<file path="config.mk">
export PLATFORM = sky130hd
export DESIGN_NAME = clo_ctrl_flat
export DESIGN_NICKNAME = d
export VERILOG_FILES = /design/src/clo_pkg.sv /design/src/clo_if.sv /design/src/clo_ctrl.sv /design/src/clo_mix.sv /design/src/flat_wrapper.sv
export SDC_FILE = /design/constraint.sdc
export NUM_CORES = 1
export LEC_CHECK = 0
export BUFFER_PORTS_ARGS = -buffer_cell sky130_fd_sc_hd__buf_4
export CORE_ASPECT_RATIO = 0.9
export CORE_MARGIN = 2
export CORE_UTILIZATION = 52
export CTS_CLUSTER_DIAMETER = 50
export DETAILED_ROUTE_END_ITERATION = 8
export PLACE_DENSITY_LB_ADDON = 0.1
export SLEW_MARGIN = 20
export SYNTH_ARGS = -nofsm -noshare
export SYNTH_HDL_FRONTEND = slang
export SYNTH_SLANG_ARGS = --single-unit
</file>
<file path="constraint.sdc">
create_clock -name clk -period 3.6 [get_ports clk]
set_clock_uncertainty 0.15 [all_clocks]
set_input_delay 0.36 -clock clk [delete_from_list [all_inputs] [get_ports clk]]
set_output_delay 0.36 -clock clk [all_outputs]
set_load 0.005 [all_outputs]
</file>
<file path="src/clo_pkg.sv">
// Package of register offsets, field positions and codes for the cursor and overlay block.
package clo_pkg;
  localparam logic [7:0] CLO_REG_CURSOR_WIDTH = 8'h15;
  localparam logic [7:0] CLO_REG_CURSOR_HEIGHT = 8'h16;
  localparam logic [7:0] CLO_REG_CURSOR_STEP = 8'h17;
  localparam logic [7:0] CLO_REG_LAYER_SETUP = 8'h18;
  localparam logic [7:0] CLO_REG_CHAR_HSIZE = 8'h01;
  localparam logic [7:0] CLO_REG_CHAR_VSIZE = 8'h02;
  localparam logic [7:0] CLO_REG_PITCH_LO = 8'h06;
  localparam logic [7:0] CLO_REG_PITCH_HI = 8'h07;
  localparam logic [7:0] CLO_REG_CURSOR_LO = 8'h1c;
  localparam logic [7:0] CLO_REG_CURSOR_HI = 8'h1d;
  localparam logic [7:0] CLO_REG_CURSOR_RD_LO = 8'h1e;
  localparam logic [7:0] CLO_REG_CURSOR_RD_HI = 8'h1f;
  localparam logic [7:0] CLO_RST_BYTE = 8'h00;
  localparam logic [15:0] CLO_RST_WORD = 16'h0000;
  localparam int CLO_SHAPE_BIT = 7;
  localparam int CLO_THREE_BIT = 4;
  localparam int CLO_BLK3_BIT = 3;
  localparam int CLO_BLK1_BIT = 2;
  localparam logic [7:0] CLO_NIB_MASK = 8'h0f;
  localparam logic [7:0] CLO_SHAPE_MASK = 8'h8f;
  localparam logic [7:0] CLO_STEP_MASK = 8'h03;
  localparam logic [7:0] CLO_LAYER_MASK = 8'h1f;
  localparam logic [7:0] CLO_CMD_SHAPE = 8'h5d;
  localparam logic [7:0] CLO_CMD_STEP_BASE = 8'h4c;
  localparam logic [7:0] CLO_CMD_LAYER = 8'h5b;
  localparam logic [7:0] CLO_CMD_MEM = 8'h42;
  // Step direction codes.
  typedef enum logic [1:0] {CLO_DIR_RIGHT, CLO_DIR_LEFT, CLO_DIR_UP, CLO_DIR_DOWN} clo_dir_t;
  // Layer combining codes.
  typedef enum logic [1:0] {CLO_MIX_OR, CLO_MIX_XOR, CLO_MIX_AND, CLO_MIX_RSVD} clo_mix_t;
endpackage : clo_pkg

</file>
<file path="src/clo_if.sv">
// Interface joining the host end to the display controller end.
`timescale 1ns/1ps
`default_nettype none
interface clo_if;
  logic [7:0] addr;
  logic [7:0] wdata;
  logic wr;
  logic rd;
  logic [7:0] rdata;
  logic cmd;
  logic [7:0] cmd_code;
  logic [15:0] cmd_par;
  logic mem_acc;
  modport ctrl (input addr, input wdata, input wr, input rd, output rdata,
    input cmd, input cmd_code, input cmd_par, input mem_acc);
  modport host (output addr, output wdata, output wr, output rd, input rdata,
    output cmd, output cmd_code, output cmd_par, output mem_acc);
endinterface : clo_if
`default_nettype wire

</file>
<file path="src/clo_ctrl.sv">
// Display controller end: cursor shape, cursor stepping and layer overlay setup.
//
// Contract
// - Width field is cursor pixels minus one.
// - Host keeps width within horizontal character size.
// - Shape bit zero underscore, one block.
// - Host sets block cursor in graphics mode.
// - Height is underscore row or block height.
// - Height field is lines minus one.
// - Host keeps height within vertical character size.
// - Cursor steps after every memory access.
// - Sideways one character, vertical by pitch.
// - 00 right 01 left 10 up 11 down.
// - Steps are address units, even size nine.
// - Three-layer bit picks two or three layers.
// - Host clears three-layer bit for mixed text.
// - Block 3 text or graphics by bit 3.
// - Block 1 text or graphics by bit 2.
// - Blocks 2 and 4 always graphics.
// - Combine codes OR, XOR-OR, AND-OR, reserved.
// - One combining method per layer.
// - Text first layer disables third; others graphics.
// - Shape command takes width and height registers.
//
// The implementer's own choice: strobed register access.
`timescale 1ns/1ps
`default_nettype none
module clo_ctrl
  import clo_pkg::*;
(
  // Clock and reset.
  input wire logic clk,
  input wire logic rstn,
  // Host link.
  clo_if.ctrl bus,
  // Pixels of the three layers at the current position.
  input wire logic first_layer,
  input wire logic second_layer,
  input wire logic third_layer,
  // Decoded display setup.
  output logic [4:0] cursor_horiz_extent,
  output logic [4:0] cursor_vert_extent,
  output logic cursor_shape_select,
  output logic underline_mode,
  output logic [1:0] layer_count,
  output logic [3:0] block_graphics,
  output logic [15:0] cursor_addr,
  output logic pix_out
);
  logic [7:0] width_q;
  logic [7:0] height_q;
  logic [7:0] step_q;
  logic [7:0] layer_q;
  logic [7:0] hsize_q;
  logic [7:0] vsize_q;
  logic [15:0] pitch_q;
  logic [15:0] addr_q;
  logic [15:0] addr_d;
  logic [7:0] rdata_q;
  logic pix_d;

  // Next cursor address for a given step direction.
  function automatic logic [15:0] step_addr(input logic [15:0] a, input logic [1:0] dir,
                                            input logic [15:0] pitch);
    case (dir)
      CLO_DIR_RIGHT: step_addr = a + 16'h0001;
      CLO_DIR_LEFT: step_addr = a - 16'h0001;
      CLO_DIR_UP: step_addr = a - pitch;
      default: step_addr = a + pitch;
    endcase
  endfunction : step_addr

  // Cursor shape registers, loaded by register writes or the shape command.
  always_ff @(posedge clk or negedge rstn)
  begin
    if (!rstn)
    begin
      width_q <= CLO_RST_BYTE;
      height_q <= CLO_RST_BYTE;
    end
    else if (bus.cmd && bus.cmd_code == CLO_CMD_SHAPE)
    begin
      width_q <= bus.cmd_par[7:0] & CLO_NIB_MASK;
      height_q <= bus.cmd_par[15:8] & CLO_SHAPE_MASK;
    end
    else if (bus.wr && bus.addr == CLO_REG_CURSOR_WIDTH)
      width_q <= bus.wdata & CLO_NIB_MASK;
    else if (bus.wr && bus.addr == CLO_REG_CURSOR_HEIGHT)
      height_q <= bus.wdata & CLO_SHAPE_MASK;
  end

  // Step direction, from register writes or the four direction commands.
  always_ff @(posedge clk or negedge rstn)
  begin
    if (!rstn)
      step_q <= CLO_RST_BYTE;
    else if (bus.cmd && bus.cmd_code[7:2] == CLO_CMD_STEP_BASE[7:2])
      step_q <= {6'b000000, bus.cmd_code[1:0]};
    else if (bus.wr && bus.addr == CLO_REG_CURSOR_STEP)
      step_q <= bus.wdata & CLO_STEP_MASK;
  end

  // Layer setup, from register writes or the layer command.
  always_ff @(posedge clk or negedge rstn)
  begin
    if (!rstn)
      layer_q <= CLO_RST_BYTE;
    else if (bus.cmd && bus.cmd_code == CLO_CMD_LAYER)
      layer_q <= bus.cmd_par[7:0] & CLO_LAYER_MASK;
    else if (bus.wr && bus.addr == CLO_REG_LAYER_SETUP)
      layer_q <= bus.wdata & CLO_LAYER_MASK;
  end

  // Character size and address pitch that the cursor logic depends on.
  always_ff @(posedge clk or negedge rstn)
  begin
    if (!rstn)
    begin
      hsize_q <= CLO_RST_BYTE;
      vsize_q <= CLO_RST_BYTE;
      pitch_q <= CLO_RST_WORD;
    end
    else if (bus.wr)
    begin
      if (bus.addr == CLO_REG_CHAR_HSIZE)
        hsize_q <= bus.wdata;
      if (bus.addr == CLO_REG_CHAR_VSIZE)
        vsize_q <= bus.wdata;
      if (bus.addr == CLO_REG_PITCH_LO)
        pitch_q[7:0] <= bus.wdata;
      if (bus.addr == CLO_REG_PITCH_HI)
        pitch_q[15:8] <= bus.wdata;
    end
  end

  // Cursor address: set by writes, stepped after every memory access.
  always_comb
  begin
    addr_d = addr_q;
    if (bus.mem_acc)
      addr_d = step_addr(addr_q, step_q[1:0], pitch_q);
    else if (bus.wr && bus.addr == CLO_REG_CURSOR_LO)
      addr_d = {addr_q[15:8], bus.wdata};
    else if (bus.wr && bus.addr == CLO_REG_CURSOR_HI)
      addr_d = {bus.wdata, addr_q[7:0]};
  end

  always_ff @(posedge clk or negedge rstn)
  begin
    if (!rstn)
      addr_q <= CLO_RST_WORD;
    else
      addr_q <= addr_d;
  end

  // Read data, valid the cycle after the read strobe; unmapped reads give zero.
  always_ff @(posedge clk or negedge rstn)
  begin
    if (!rstn)
      rdata_q <= CLO_RST_BYTE;
    else if (bus.rd)
    begin
      case (bus.addr)
        CLO_REG_CURSOR_WIDTH: rdata_q <= width_q;
        CLO_REG_CURSOR_HEIGHT: rdata_q <= height_q;
        CLO_REG_CURSOR_STEP: rdata_q <= step_q;
        CLO_REG_LAYER_SETUP: rdata_q <= layer_q;
        CLO_REG_CHAR_HSIZE: rdata_q <= hsize_q;
        CLO_REG_CHAR_VSIZE: rdata_q <= vsize_q;
        CLO_REG_PITCH_LO: rdata_q <= pitch_q[7:0];
        CLO_REG_PITCH_HI: rdata_q <= pitch_q[15:8];
        CLO_REG_CURSOR_RD_LO: rdata_q <= addr_q[7:0];
        CLO_REG_CURSOR_RD_HI: rdata_q <= addr_q[15:8];
        default: rdata_q <= CLO_RST_BYTE;
      endcase
    end
  end
  assign bus.rdata = rdata_q;

  // Decoded cursor shape.
  assign cursor_horiz_extent = {1'b0, width_q[3:0]} + 5'd1;
  assign cursor_vert_extent = {1'b0, height_q[3:0]} + 5'd1;
  assign cursor_shape_select = height_q[CLO_SHAPE_BIT];
  assign underline_mode = ~height_q[CLO_SHAPE_BIT];
  assign cursor_addr = addr_q;

  // Decoded layer setup; bit order is blocks 4,3,2,1.
  assign layer_count = layer_q[CLO_THREE_BIT] ? 2'd3 : 2'd2;
  assign block_graphics = {1'b1, layer_q[CLO_BLK3_BIT], 1'b1, layer_q[CLO_BLK1_BIT]};

  clo_mix u_mix (
    .mix(clo_mix_t'(layer_q[1:0])),
    .three_en(layer_q[CLO_THREE_BIT]),
    .first_text(~layer_q[CLO_BLK1_BIT]),
    .first_layer(first_layer),
    .second_layer(second_layer),
    .third_layer(third_layer),
    .pix(pix_d)
  );

  // Composed pixel leaves through a flip-flop.
  always_ff @(posedge clk or negedge rstn)
  begin
    if (!rstn)
      pix_out <= 1'b0;
    else
      pix_out <= pix_d;
  end
endmodule : clo_ctrl
`default_nettype wire

</file>
<file path="src/clo_mix.sv">
// Layer combiner for one pixel column of the three layers.
`timescale 1ns/1ps
`default_nettype none
module clo_mix
  import clo_pkg::*;
(
  // Setup.
  input wire clo_pkg::clo_mix_t mix,
  input wire logic three_en,
  input wire logic first_text,
  // Layer pixels.
  input wire logic first_layer,
  input wire logic second_layer,
  input wire logic third_layer,
  // Result.
  output logic pix
);
  logic l3;
  // Third layer is dropped when only two layers run or the first holds text.
  assign l3 = third_layer & three_en & ~first_text;
  // One method for all blocks of a layer; reserved code shows nothing.
  always_comb
  begin
    case (mix)
      CLO_MIX_OR: pix = first_layer | second_layer | l3;
      CLO_MIX_XOR: pix = (first_layer ^ second_layer) | l3;
      CLO_MIX_AND: pix = (first_layer & second_layer) | l3;
      default: pix = 1'b0;
    endcase
  end
endmodule : clo_mix
`default_nettype wire

</file>
<file path="src/flat_wrapper.sv">
// flat-port wrapper written by rule: the top's interface ports become plain ports
module clo_ctrl_flat import clo_pkg::*;
  (clk, rstn, first_layer, second_layer, third_layer, cursor_horiz_extent, cursor_vert_extent, cursor_shape_select, underline_mode, layer_count, block_graphics, cursor_addr, pix_out, bus_addr, bus_wdata, bus_wr, bus_rd, bus_rdata, bus_cmd, bus_cmd_code, bus_cmd_par, bus_mem_acc);
  clo_if bus_i ();
  input wire logic clk;
  input wire logic rstn;
  input wire logic first_layer;
  input wire logic second_layer;
  input wire logic third_layer;
  output logic [4:0] cursor_horiz_extent;
  output logic [4:0] cursor_vert_extent;
  output logic cursor_shape_select;
  output logic underline_mode;
  output logic [1:0] layer_count;
  output logic [3:0] block_graphics;
  output logic [15:0] cursor_addr;
  output logic pix_out;
  input wire logic [$bits(bus_i.addr)-1:0] bus_addr;
  input wire logic [$bits(bus_i.wdata)-1:0] bus_wdata;
  input wire logic [$bits(bus_i.wr)-1:0] bus_wr;
  input wire logic [$bits(bus_i.rd)-1:0] bus_rd;
  output wire logic [$bits(bus_i.rdata)-1:0] bus_rdata;
  input wire logic [$bits(bus_i.cmd)-1:0] bus_cmd;
  input wire logic [$bits(bus_i.cmd_code)-1:0] bus_cmd_code;
  input wire logic [$bits(bus_i.cmd_par)-1:0] bus_cmd_par;
  input wire logic [$bits(bus_i.mem_acc)-1:0] bus_mem_acc;
  assign bus_i.addr = bus_addr;
  assign bus_i.wdata = bus_wdata;
  assign bus_i.wr = bus_wr;
  assign bus_i.rd = bus_rd;
  assign bus_rdata = bus_i.rdata;
  assign bus_i.cmd = bus_cmd;
  assign bus_i.cmd_code = bus_cmd_code;
  assign bus_i.cmd_par = bus_cmd_par;
  assign bus_i.mem_acc = bus_mem_acc;
  clo_ctrl u_core (.clk(clk), .rstn(rstn), .bus(bus_i), .first_layer(first_layer), .second_layer(second_layer), .third_layer(third_layer), .cursor_horiz_extent(cursor_horiz_extent), .cursor_vert_extent(cursor_vert_extent), .cursor_shape_select(cursor_shape_select), .underline_mode(underline_mode), .layer_count(layer_count), .block_graphics(block_graphics), .cursor_addr(cursor_addr), .pix_out(pix_out));
endmodule
</file>
# Yosys cells after proc, flatten, opt, wreduce, memory -nomap -nowiden
# Index checks and enable logic that the tools add are counted.
dict set report totals {
  regBits 89
  out_inout_bits 43
  elab_cells 87
}
dict set report op_classes {
  n_addsub 6
  n_eq_ne 21
  n_mux 16
  bitwise 9
  reduce_logical 23
}
# op count
set op_table {}
lappend op_table {{$pmux W8 S10} 1}
lappend op_table {{$mux W8} 9}
lappend op_table {{$eq A8 B5 Y1 const B} 8}
lappend op_table {{$mux W16} 3}
lappend op_table {{$pmux W16 S3} 1}
lappend op_table {{$add A16 B1 Y16 const B} 1}
lappend op_table {{$add A16 B16 Y16} 1}
lappend op_table {{$eq A8 B3 Y1 const B} 2}
lappend op_table {{$eq A8 B7 Y1 const B} 2}
lappend op_table {{$sub A16 B1 Y16 const B} 1}
lappend op_table {{$sub A16 B16 Y16} 1}
lappend op_table {{$reduce_and A2 Y1} 6}
lappend op_table {{$reduce_bool A2 Y1} 6}
lappend op_table {{$add A4 B1 Y5 const B} 2}
lappend op_table {{$logic_and A1 B1 Y1} 9}
lappend op_table {{$eq A8 B1 Y1 const B} 1}
lappend op_table {{$eq A8 B2 Y1 const B} 1}
lappend op_table {{$eq A6 B5 Y1 const B} 1}
lappend op_table {{$eq A2 B1 Y1 const B} 2}
lappend op_table {{$eq A2 B2 Y1 const B} 2}
lappend op_table {{$logic_not A2 Y1} 2}
lappend op_table {{$or A1 B1 Y1} 4}
lappend op_table {{$and A1 B1 Y1} 3}
lappend op_table {{$pmux W1 S3} 1}
lappend op_table {{other kinds (5)} 5}

# Longest topological paths before layout
# Gate-level depths: netlist of run 1.
dict set report logic_depth {
  ltp_word 5
  ltp_mapped 15
}

# Hierarchy
# Synthesis of run 1 repeated with hierarchy kept, for this count alone.
dict set report unflattened {
  hier_cells 568
  hier_area_um2 5119.9
}
# module n_inst cells_per_inst area_each_um2 seq_area_each_um2
set modules_own_cells {}
lappend modules_own_cells {clo_ctrl 1 555 5006.1 1826.8}
lappend modules_own_cells {clo_mix 1 13 113.9 0.0}

# Worst setup path before layout of run 1
# Ideal clock, no wire load.
dict set report synth_path {
  path_type {reg2reg}
  start {reg u_core.pitch_q[0]}
  end {reg u_core.addr_q[15] (netlist: u_core.cursor_addr[15])}
  setup_ns 0.139
  t_arrival_ns 3.126
  required_ns 3.311
  setup_slack_ns 0.185
  path_stages_with_launch 15
  n_path_buf 0
  period_less_slack_ns 3.415
  path_cell_list {dfrtp_1 -> inv_1 -> ha_1 -> or3b_4 -> or4_4 -> nor4_4 -> nor3_1 -> a211oi_1 -> ha_1 -> a21o_1 -> a211o_1 -> o22ai_1 -> a21oi_1 -> xnor2_1 -> a22oi_1}
}
dict set report synth_via {
  elab_chain_len 3
}
# element line
set synth_rtl {}
lappend synth_rtl {{start, declared} clo_ctrl.sv:56} ;# logic [15:0] pitch_q;
lappend synth_rtl {{start signal, assigned} clo_ctrl.sv:130} ;# pitch_q[7:0] <= bus.wdata;
lappend synth_rtl {{$add A16 B16 Y16 or $sub A16 B16 Y16 (tied branches)} {clo_ctrl.sv:69, clo_ctrl.sv:68}}
lappend synth_rtl {{$pmux W16 S3 *} clo_ctrl.sv:65} ;# case (dir)
lappend synth_rtl {{$mux W16 *} clo_ctrl.sv:140} ;# if (bus.mem_acc)
lappend synth_rtl {{end signal, assigned} clo_ctrl.sv:153} ;# addr_q <= addr_d;
lappend synth_rtl {{end, declared} clo_ctrl.sv:57} ;# logic [15:0] addr_q;
# Mark *: on every way between the ends. The rest lies on a longest branch, timed or not.
# A chain may end at the register's enable or synchronous reset.

# Worst setup path in the final report of run 1
dict set report layout_path {
  start {reg u_core.pitch_q[1]}
  end {reg u_core.addr_q[13] (netlist: u_core.cursor_addr[13])}
}
# The elaborated chain is that of the path after synthesis.

==> results of run 1 <==
[timing repair]
item                       CTS  global route
buffers inserted             1             2
pin swaps                    1             4
setup endpoints to repair    1             6
gates resized for setup      2            11
[final timing paths]
check | endpoint | startpoint | slack (ps)
min reg2reg | u_core.hsize_q[0]$_DFFE_PN0P_ | u_core.hsize_q[0]$_DFFE_PN0P_ | 360
max | u_core.cursor_addr[13]$_DFFE_PN0P_ | u_core.pitch_q[1]$_DFFE_PN0P_ | 120
min in group clk | u_core.layer_q[4]$_DFFE_PN0P_ | bus_cmd_par[4] | 50
max in group asynchronous | u_core.layer_q[0]$_DFFE_PN0P_ | rstn | 2710
min | u_core.bus.rdata[4]$_DFFE_PN0P_ | rstn | -40
max reg2reg | u_core.cursor_addr[13]$_DFFE_PN0P_ | u_core.pitch_q[1]$_DFFE_PN0P_ | 120
[per-stage QoR]
stage               std cells  TNS [ps]  area, um2  power, uW   util
floorplan                 571         0       5240       2280      -
global placement          756         0       5920       2810  0.608
detailed placement        756     -20.5       5920       2860  0.608
CTS                       772     -7.90       6130       3550  0.629
global route              774      -147       6180       3890  0.634
finish                    774         0       6180       3620  0.634
[synthesized netlist by cell type (7+ instances only)]
master,n
a211oi_1,17
a21oi_1,29
a22oi_1,10
and3_1,7
buf_4,12
clkbuf_1,16
dfrtp_1,73
ha_1,23
inv_1,25
mux2_2,33
mux2i_1,30
nand2_1,59
nand2b_1,9
nand3_1,20
nor2_1,24
nor2b_1,14
nor3_1,7
o21ai_0,43
xnor2_1,15
[critical path: stages (launching register included)]
cell and delay (ps):
dfrtp_1 380, inv_1 100, ha_4 150, or3b_4 390, or4_4 470, o211ai_1 180
o31ai_1 90, a21oi_1 190, ha_2 330, a21oi_1 230, o21ai_1 150, o2111ai_1 300
a31oi_1 130, nor3_1 170
[placed cells by master, fill, tap and decap left out, drive strengths merged, types with 4 or more instances in the layout]
master / count
a211oi: 18
a21o: 4
a21oi: 29
a221oi: 5
a22oi: 10
a31oi: 6
and2: 4
and3: 7
buf: 97
clkbuf: 12
dfrtp: 73
ha: 23
inv: 25
mux2: 34
mux2i: 30
nand2: 61
nand2b: 9
nand3: 21
nor2: 26
nor2b: 14
nor3: 9
o211ai: 6
o21ai: 44
o22ai: 6
o31ai: 4
xnor2: 15
xor2: 4
[flip-flops by register name, indices dropped and copies added, names as in the netlist]
register            count
u_core.bus.rdata        8
u_core.cursor_addr     16
u_core.height_q         5
u_core.hsize_q          8
u_core.layer_q          5
u_core.pitch_q         16
u_core.pix_out          1
u_core.step_q           2
u_core.vsize_q          8
u_core.width_q          4
[logic make-up after synthesis]
kind of cell | count (synthesis)
AND/OR/NAND/NOR | 174
AO/OA/AOI/OAI | 154
flip-flops | 73
multiplexers | 64
buffers and inverters | 60
adder cells (fa/ha/maj) | 24
XOR/XNOR | 19
other | 1
[cell type report]
type | count | area (um2) | area share
clock buffers | 12 | 155 | 0.0251
well taps | 126 | 158 | 0.0255
repair buffers | 97 | 728 | 0.118
inverters | 25 | 93.8 | 0.0152
multi-input cells | 438 | 3180 | 0.514
clock inverters | 3 | 40.0 | 0.00648
flip-flops and latches | 73 | 1830 | 0.296
[power groups by stage]
stage	sequential, uW	clock (uW)	combinational, uW
floorplan	1090	0	1190
global placement	1140	0	1670
detailed placement	1140	0	1720
CTS	1130	677	1740
global route	1150	717	2020
finish	1130	665	1820
[layer usage]
layer	global-route usage	vias to the layer above	share of wire
met3	0.0668	36	0.075
li1	-	2223	-
met4	0.125	0	0.034
met2	0.439	191	0.46
met5	0	-	0
met1	0.411	2288	0.44
==> results.cfg, run 1 <==
[final_layout]
synthToLayoutAreaGrowth_pct = 18.2
drive_gt1_frac = 0.267
n_antenna_cell = 0
nets = 717
num-fill-cells = 823

[yosys]
ys.flop_type = dfrtp_1
avgSynthCellArea_um2 = 9.19
syn_inst = 569
yosysWarnings = 0
synth_top_area_cell = dfrtp_1
synth.area.top_cells = dfrtp_1 (35%), mux2_2 (7.1%), mux2i_1 (5.7%)
yosysUniqueCellTypes = 71
syn_area_mm2 = 0.00523
synth_edf_count = 0
synth_compound_area_frac = 0.193
yosys.area_share.simple = 0.183
yosysSeqAreaShare = 0.349
synthArstFlopShare = 1.00
synth_fa_ha_area_frac = 0.0589
synth_top_area_frac = 0.349
synthMuxAreaShare = 0.131
ys_ff_latch = 73
synth_xor_area_frac = 0.0318
synth_top_family_by_area = compound AO/OA/AOI/OAI gates

[timing]
slew_headroom = 0.374
finalHoldWorstSlack_ps = -42.4
period_needed_ps = 3480
setup_slack_ps = 124
slew_viol_final = 0
hold_violations = 28
tightest_slew_ps = 940
setup_viol = 0
fmax_mhz = 288
period_share = 0.965
rsz0062_at_grt = yes

[critical_path]
cp.arrival_ps = 3620
cp_max_fo = 5
reg2reg_depth = 13
end_kind = flip-flop
cp.required_ps = 3750
crit_type = reg -> reg
start_kind = flip-flop

[power_and_ir_drop]
netSwitchingFraction = 0.404
cellPowerDensity_mw_per_mm2 = 586
share_comb_of_total_power = 0.503
ir_worst_vdd_uv = 398
p_int_uw = 2160
leakage_uw = 0.00279
p_sw_uw = 1460
power.share.clock = 0.184
pwr-share-seq = 0.313

[floorplan]
die_h_um = 99.1
die_w_um = 110
ios = 92
start_util = 0.537
die_area_mm2 = 0.0109
coreArea_mm2 = 0.00974
num_rows = 34

[drt]
drc = 0
drt-wirelength-per-cell_um = 19.5
drt_wl_total_um = 15100
num_vias = 4738
viasPerCell = 6.12
drtIter0Drc = 274
ant_nets = 0
dr.pass1.iters = 5

[cts]
cts_buffers = 9
cts_max_path_buffers = 2
cts_sinks = 73
postCtsHoldBufs = 0
insertion_delay_ps = 370
h-tree-depth = 3
cts_tree = yes
cts_root_buf = clkbuf_8
path_clk_slew_ps = 80

[global_routing]
grtUsageTotal = 0.294
grt_max_degree = 74
grt_pass1_wl_um = 24300
grt_pass1_vias = 4751
antenna_found_initial = 0
overflow = 0

[placement]
numPortBuffers = 82
dp_hpwl_um = 11000
place_ws_ps = -20.5
gp_congestion = 0.887

[run_status]
outcome = complete, but fails checks
violations = hold timing

[hold_path]
hold_path.class = in -> async

[run]
maxCapViolations = 0
Note: power is estimated with default switching activity, not from simulation.
==> run 2: changes to the inputs <==
--- a/config.mk
+++ b/config.mk
@@ -5,12 +5,12 @@
 export SDC_FILE = /design/constraint.sdc
 export NUM_CORES = 1
 export LEC_CHECK = 0
-export BUFFER_PORTS_ARGS = -buffer_cell sky130_fd_sc_hd__buf_4
 export CORE_ASPECT_RATIO = 0.9
 export CORE_MARGIN = 2
-export CORE_UTILIZATION = 52
+export CORE_UTILIZATION = 58
 export CTS_CLUSTER_DIAMETER = 50
 export DETAILED_ROUTE_END_ITERATION = 8
+export DONT_BUFFER_PORTS = 1
 export PLACE_DENSITY_LB_ADDON = 0.1
 export SLEW_MARGIN = 20
 export SYNTH_ARGS = -nofsm -noshare
==> run 2 against run 1 <==
Effect of this change: the run now ends clean; maximum frequency increased by 0.20%; first-iteration DRC count increased by 38%; combinational power decreased by 11%; worst hold slack improved by 50 ps; non-clock buffer count decreased by 49; via count about the same; power decreased by 2.5%; sequential power about the same; register-to-register slack about the same; global-route usage increased by 2.7 points; sequential share of layout area increased by 1.2 points; critical endpoint is now u_core.cursor_addr[15]$_DFFE_PN0P_; largest cell class unchanged.
==> results.cfg, run 2 (same netlist as run 1, synthesis figures left out) <==
[critical_path]
start_kind = flip-flop
cp.arrival_ps = 3540
reg2reg_slack_ps = 130
rr_startpoint = u_core.pitch_q[0]$_DFFE_PN0P_
reg2reg_depth = 14
cp.required_ps = 3670
crit_type = reg -> reg
r2r-end = u_core.cursor_addr[15]$_DFFE_PN0P_
end_kind = flip-flop
cp_max_fo = 4

[hold_path]
holdPathStages = 1
hold_path.class = in -> reg
worstHoldEndpoint = u_core.hsize_q[1]$_DFFE_PN0P_
worstHoldStart = bus_wdata[1]

[cts]
cts_sinks = 73
cts_root_buf = clkbuf_8
path_clk_slew_ps = 90
cts_max_path_buffers = 2
insertion_delay_ps = 360
h-tree-depth = 3
cts_tree = yes
cts_buffers = 9

[timing]
slew_viol_final = 0
rsz0062_at_grt = yes
slew_headroom = 0.546
fmax_mhz = 288
tightest_slew_ps = 675
setup_viol = 0
period_share = 0.964
period_needed_ps = 3470
hold_violations = 0

[floorplan]
ios = 92
die_area_mm2 = 0.00979
die_w_um = 104
num_rows = 32
coreArea_mm2 = 0.00865
start_util = 0.605
die_h_um = 94.1

[power_and_ir_drop]
share_comb_of_total_power = 0.459
leakage_uw = 0.00254
cellPowerDensity_mw_per_mm2 = 594
netSwitchingFraction = 0.410
power.share.clock = 0.213
p_int_uw = 2080
p_sw_uw = 1450
ir_worst_vdd_uv = 367
pwr-share-seq = 0.328

[final_layout]
final_cell_area_mm2 = 0.00595
final-instance-count-excl-fill = 719
mostFrequentLayoutCell = dfrtp_1
num-fill-cells = 712
final_util = 0.688
n_antenna_cell = 0
nets = 668
mostFrequentLayoutCells = dfrtp_1 (73), nand2_1 (59), o21ai_0 (42)
synthToLayoutAreaGrowth_pct = 13.7
drive_gt1_frac = 0.167

[run_status]
outcome = finished, final reports clean

[placement]
dp_hpwl_um = 10300
dp_cells = 668
gp_congestion = 0.898
place_area_mm2 = 0.00530
numPortBuffers = 0

[drt]
drt-wirelength-per-cell_um = 21.6
ant_nets = 0
dr.pass1.iters = 6
num_vias = 4742
drtIter0Drc = 379
viasPerCell = 6.60
drt_wl_total_um = 15500
drc = 0

[global_routing]
grt_pass1_vias = 4324
grtUsageTotal = 0.321
grt_max_degree = 74
overflow = 0
grt_pass1_wl_um = 23900
antenna_found_initial = 0

[run]
maxCapViolations = 0
==> run 2: how the worst max path moves through the flow <==
stage | from | endpoint | slack, ps
after floorplan | u_core.pitch_q[0]$_DFFE_PN0P_ | u_core.cursor_addr[15]$_DFFE_PN0P_ | 180
after global placement | u_core.pitch_q[0]$_DFFE_PN0P_ | u_core.cursor_addr[15]$_DFFE_PN0P_ | 160
after detailed placement | u_core.pitch_q[0]$_DFFE_PN0P_ | u_core.cursor_addr[15]$_DFFE_PN0P_ | 60
after CTS | u_core.pitch_q[0]$_DFFE_PN0P_ | u_core.cursor_addr[15]$_DFFE_PN0P_ | 4
after global routing | u_core.pitch_q[1]$_DFFE_PN0P_ | u_core.cursor_addr[11]$_DFFE_PN0P_ | -20
final | u_core.pitch_q[0]$_DFFE_PN0P_ | u_core.cursor_addr[15]$_DFFE_PN0P_ | 130
==> run 2: routing by layer <==
layer	vias to the layer above	GRT usage	wire length, um
li1	2141	-	-
met1	2325	0.463	6930
met2	245	0.485	6820
met3	31	0.0659	1360
met4	0	0.102	425
met5	-	0	0
==> run 2: final cells by class <==
type,count,area [um2],share of cell area
multi-input cells,438,3190,0.537
flip-flops and latches,73,1830,0.307
repair buffers,48,455,0.0766
well taps,119,149,0.0250
clock buffers,10,138,0.0231
inverters,25,93.8,0.0158
clock inverters,6,90.1,0.0152
==> run 2: repair_timing <==
| action | in CTS | in global routing |
|---|---|---|
| hold buffers | 24 | 7 |
| resized for setup | 0 | 17 |
| hold endpoints to repair | 122 | 7 |
| setup endpoints to repair | 0 | 4 |
| setup buffers | 0 | 4 |
==> run 2: worst max-delay path, cell delays in order (launching register included) <==
cell and delay (ps):
dfrtp_1 390, inv_2 80, ha_4 130, or3b_4 380, or4_4 470, nor4_4 230, nor3_2 70, a211oi_2 220
ha_1 270, a21o_1 160, a211o_1 330, o22ai_2 140, a21oi_2 60, xnor2_1 150, a22oi_1 80
==> run 2: power by group through the flow <==
stage	combinational, uW	sequential, uW	clock [uW]
2_1_floorplan	1190	1090	0
3_3_place_gp	1420	1170	0
5_1_grt	1810	1170	793
4_1_cts	1510	1150	762
3_5_place_dp	1450	1170	0
6_report	1620	1160	750
==> run 2: per-stage QoR <==
step | setup TNS, ps | hold WS [ps] | power [uW] | worst slack [ps]
6_report | 0 | 7.21 | 3530 | 131
4_1_cts | 0 | 0.205 | 3420 | 3.62
5_1_grt | -46.3 | 2.58 | 3780 | -23.5
2_1_floorplan | 0 | -85.6 | 2280 | 185
3_5_place_dp | 0 | -83.8 | 2620 | 57.4
3_3_place_gp | 0 | -83.8 | 2590 | 161
==> run 3: changes to the inputs <==
==> constraint.sdc (replaced) <==
create_clock -name clk -period 3.6 [get_ports clk]
set_clock_uncertainty 0.15 [all_clocks]
set_input_delay 0.72 -clock clk [delete_from_list [all_inputs] [get_ports clk]]
set_output_delay 0.72 -clock clk [all_outputs]
set_load 0.005 [all_outputs]
==> run 3 against run 2 <==
Effect of this change: critical path type unchanged; highest routed layer unchanged; routed wire length decreased by 4.9%; worst hold slack improved by 87 ps; power decreased by 0.50%.
==> results.cfg, run 3 (same netlist as run 1, synthesis figures left out) <==
[critical_path]
cp_num_buf_inv = 1
rr_startpoint = u_core.pitch_q[1]$_DFFE_PN0P_
crit_slowest_cell = or4_4
path_cells = inv_1 -> ha_4 -> or3b_4 -> or4_4 -> nor4_4 -> nor3_2 -> a211oi_2 -> ha_1 -> a21o_1 -> a211o_1 -> o22ai_2 -> a21oi_2 -> xnor2_1 -> a22oi_1
cp.arrival_ps = 3590
cp-endpoint = u_core.cursor_addr[15]$_DFFE_PN0P_
start_kind = flip-flop
end_kind = flip-flop
crit_family = simple AND/OR/NAND/NOR gates
startpoint = u_core.pitch_q[1]$_DFFE_PN0P_
cp_max_fo = 4
reg2reg_slack_ps = 100
worst-path-stages = 14
r2r-end = u_core.cursor_addr[15]$_DFFE_PN0P_
crit_type = reg -> reg
critPathMaxStageDelay_ps = 480
cp.required_ps = 3690
reg2reg_depth = 14

[global_routing]
grt_pass1_wl_um = 23800
antenna_found_initial = 0
overflow = 0
grt_max_degree = 74
grtUsageTotal = 0.314
grt_pass1_vias = 4546

[floorplan]
coreArea_mm2 = 0.00865
die_w_um = 104
die_h_um = 94.1
ios = 92
die_area_mm2 = 0.00979
num_rows = 32
start_util = 0.605

[cts]
path_clk_slew_ps = 80
cts_tree = yes
cts_buffers = 9
cts_max_path_buffers = 2
h-tree-depth = 3
cts_root_buf = clkbuf_8
cts_sinks = 73
insertion_delay_ps = 360

[drt]
drc = 0
dr.pass1.iters = 5
viasPerCell = 6.61
drt-wirelength-per-cell_um = 21.4
ant_nets = 0
drtIter0Drc = 269
drt_wl_total_um = 14800
num_vias = 4552

[placement]
dp_hpwl_um = 10400
dp_cells = 669
numPortBuffers = 0
gp_congestion = 0.883

[final_layout]
synthToLayoutAreaGrowth_pct = 8.28
n_antenna_cell = 0
final-instance-count-excl-fill = 689
drive_gt1_frac = 0.181
final_util = 0.655
mostFrequentLayoutCells = dfrtp_1 (73), nand2_1 (58), o21ai_0 (41)
nets = 638
mostFrequentLayoutCell = dfrtp_1

[power_and_ir_drop]
leakage_uw = 0.00242
cellPowerDensity_mw_per_mm2 = 621
ir_worst_vdd_uv = 352

[run_status]
outcome = finished, final reports clean

[timing]
slew_viol_final = 0
fmax_mhz = 286
tightest_slew_ps = 638
rsz0062_at_grt = yes
hold_violations = 0
setup_viol = 0
period_needed_ps = 3500
slew_headroom = 0.573
period_share = 0.971

[run]
maxCapViolations = 0

[hold_path]
hold_path.class = in -> async
## run 3: changes by cell type in the layout (fill, tap and decap cells not counted), sizes merged
cell         previous run  this run
dlygate4sd3            30         0
clkbuf                 10         9
inv                    26        25
clkinv                  2         4
## run 3: worst reg2reg max path: cells and delay by family (launching register included)
family	cells	cell delay [ps]
and+or+nand+nor	4	1190
buffers and inverters	1	90
xor gates and xnor gates	1	160
AOI/OAI and AO/OA	6	1000
adders and majority gates	2	400
DFF	1	390
## run 3: where the power goes
| group | switching (uW) | internal, uW | total, uW |
|---|---|---|---|
| clock | 340 | 390 | 730 |
| sequential | 213 | 950 | 1160 |
| combinational | 907 | 714 | 1620 |
| total | 1460 | 2050 | 3510 |
## run 3: area by class of cell
type | instances | area (um2)
Clock inverter | 7 | 95.1
Multi-Input combinational cell | 438 | 3220
Clock buffer | 9 | 124
Fill cell | 756 | 2990
Inverter | 25 | 93.8
Sequential cell | 73 | 1830
Tap cell | 119 | 149
Timing Repair Buffer | 18 | 155
## run 3: layer usage
| layer | track usage | vias to the layer above | share of wire |
|---|---|---|---|
| met1 | 0.419 | 2227 | 0.45 |
| met3 | 0.0971 | 41 | 0.083 |
| met5 | 0 | - | 0 |
| met4 | 0.109 | 0 | 0.029 |
| li1 | - | 2078 | - |
| met2 | 0.486 | 206 | 0.44 |
## run 3: how the worst min path moves through the flow
stage | startpoint | end | slack [ps] | cells past startpoint
floorplan | rstn | u_core.bus.rdata[0]$_DFFE_PN0P_ | 270 | 0
finish | rstn | u_core.hsize_q[7]$_DFFE_PN0P_ | 90 | 1
global route | rstn | u_core.cursor_addr[3]$_DFFE_PN0P_ | 110 | 1
detailed placement | rstn | u_core.bus.rdata[0]$_DFFE_PN0P_ | 280 | 0
CTS | rstn | u_core.cursor_addr[3]$_DFFE_PN0P_ | 110 | 1
global placement | rstn | u_core.hsize_q[4]$_DFFE_PN0P_ | 280 | 0
## run 3: per-stage QoR
stage	total power [uW]	setup slack (ps)	TNS, ps	area (um2)	hold slack [ps]
6_report	3510	105	0	5660	94.6
5_1_grt	3770	-82.8	-106	5660	113
4_1_cts	3380	31.3	0	5560	108
3_5_place_dp	2620	58.0	0	5310	276
3_3_place_gp	2580	162	0	5310	276
2_1_floorplan	2280	185	0	5240	274
## run 3: what timing repair did
item                                   4_1_cts  5_1_grt
buffers inserted                             0        3
endpoints found under the hold margin       73        0
hold buffers                                 1        0
resized for setup                            0       21
setup endpoints to repair                    0        4
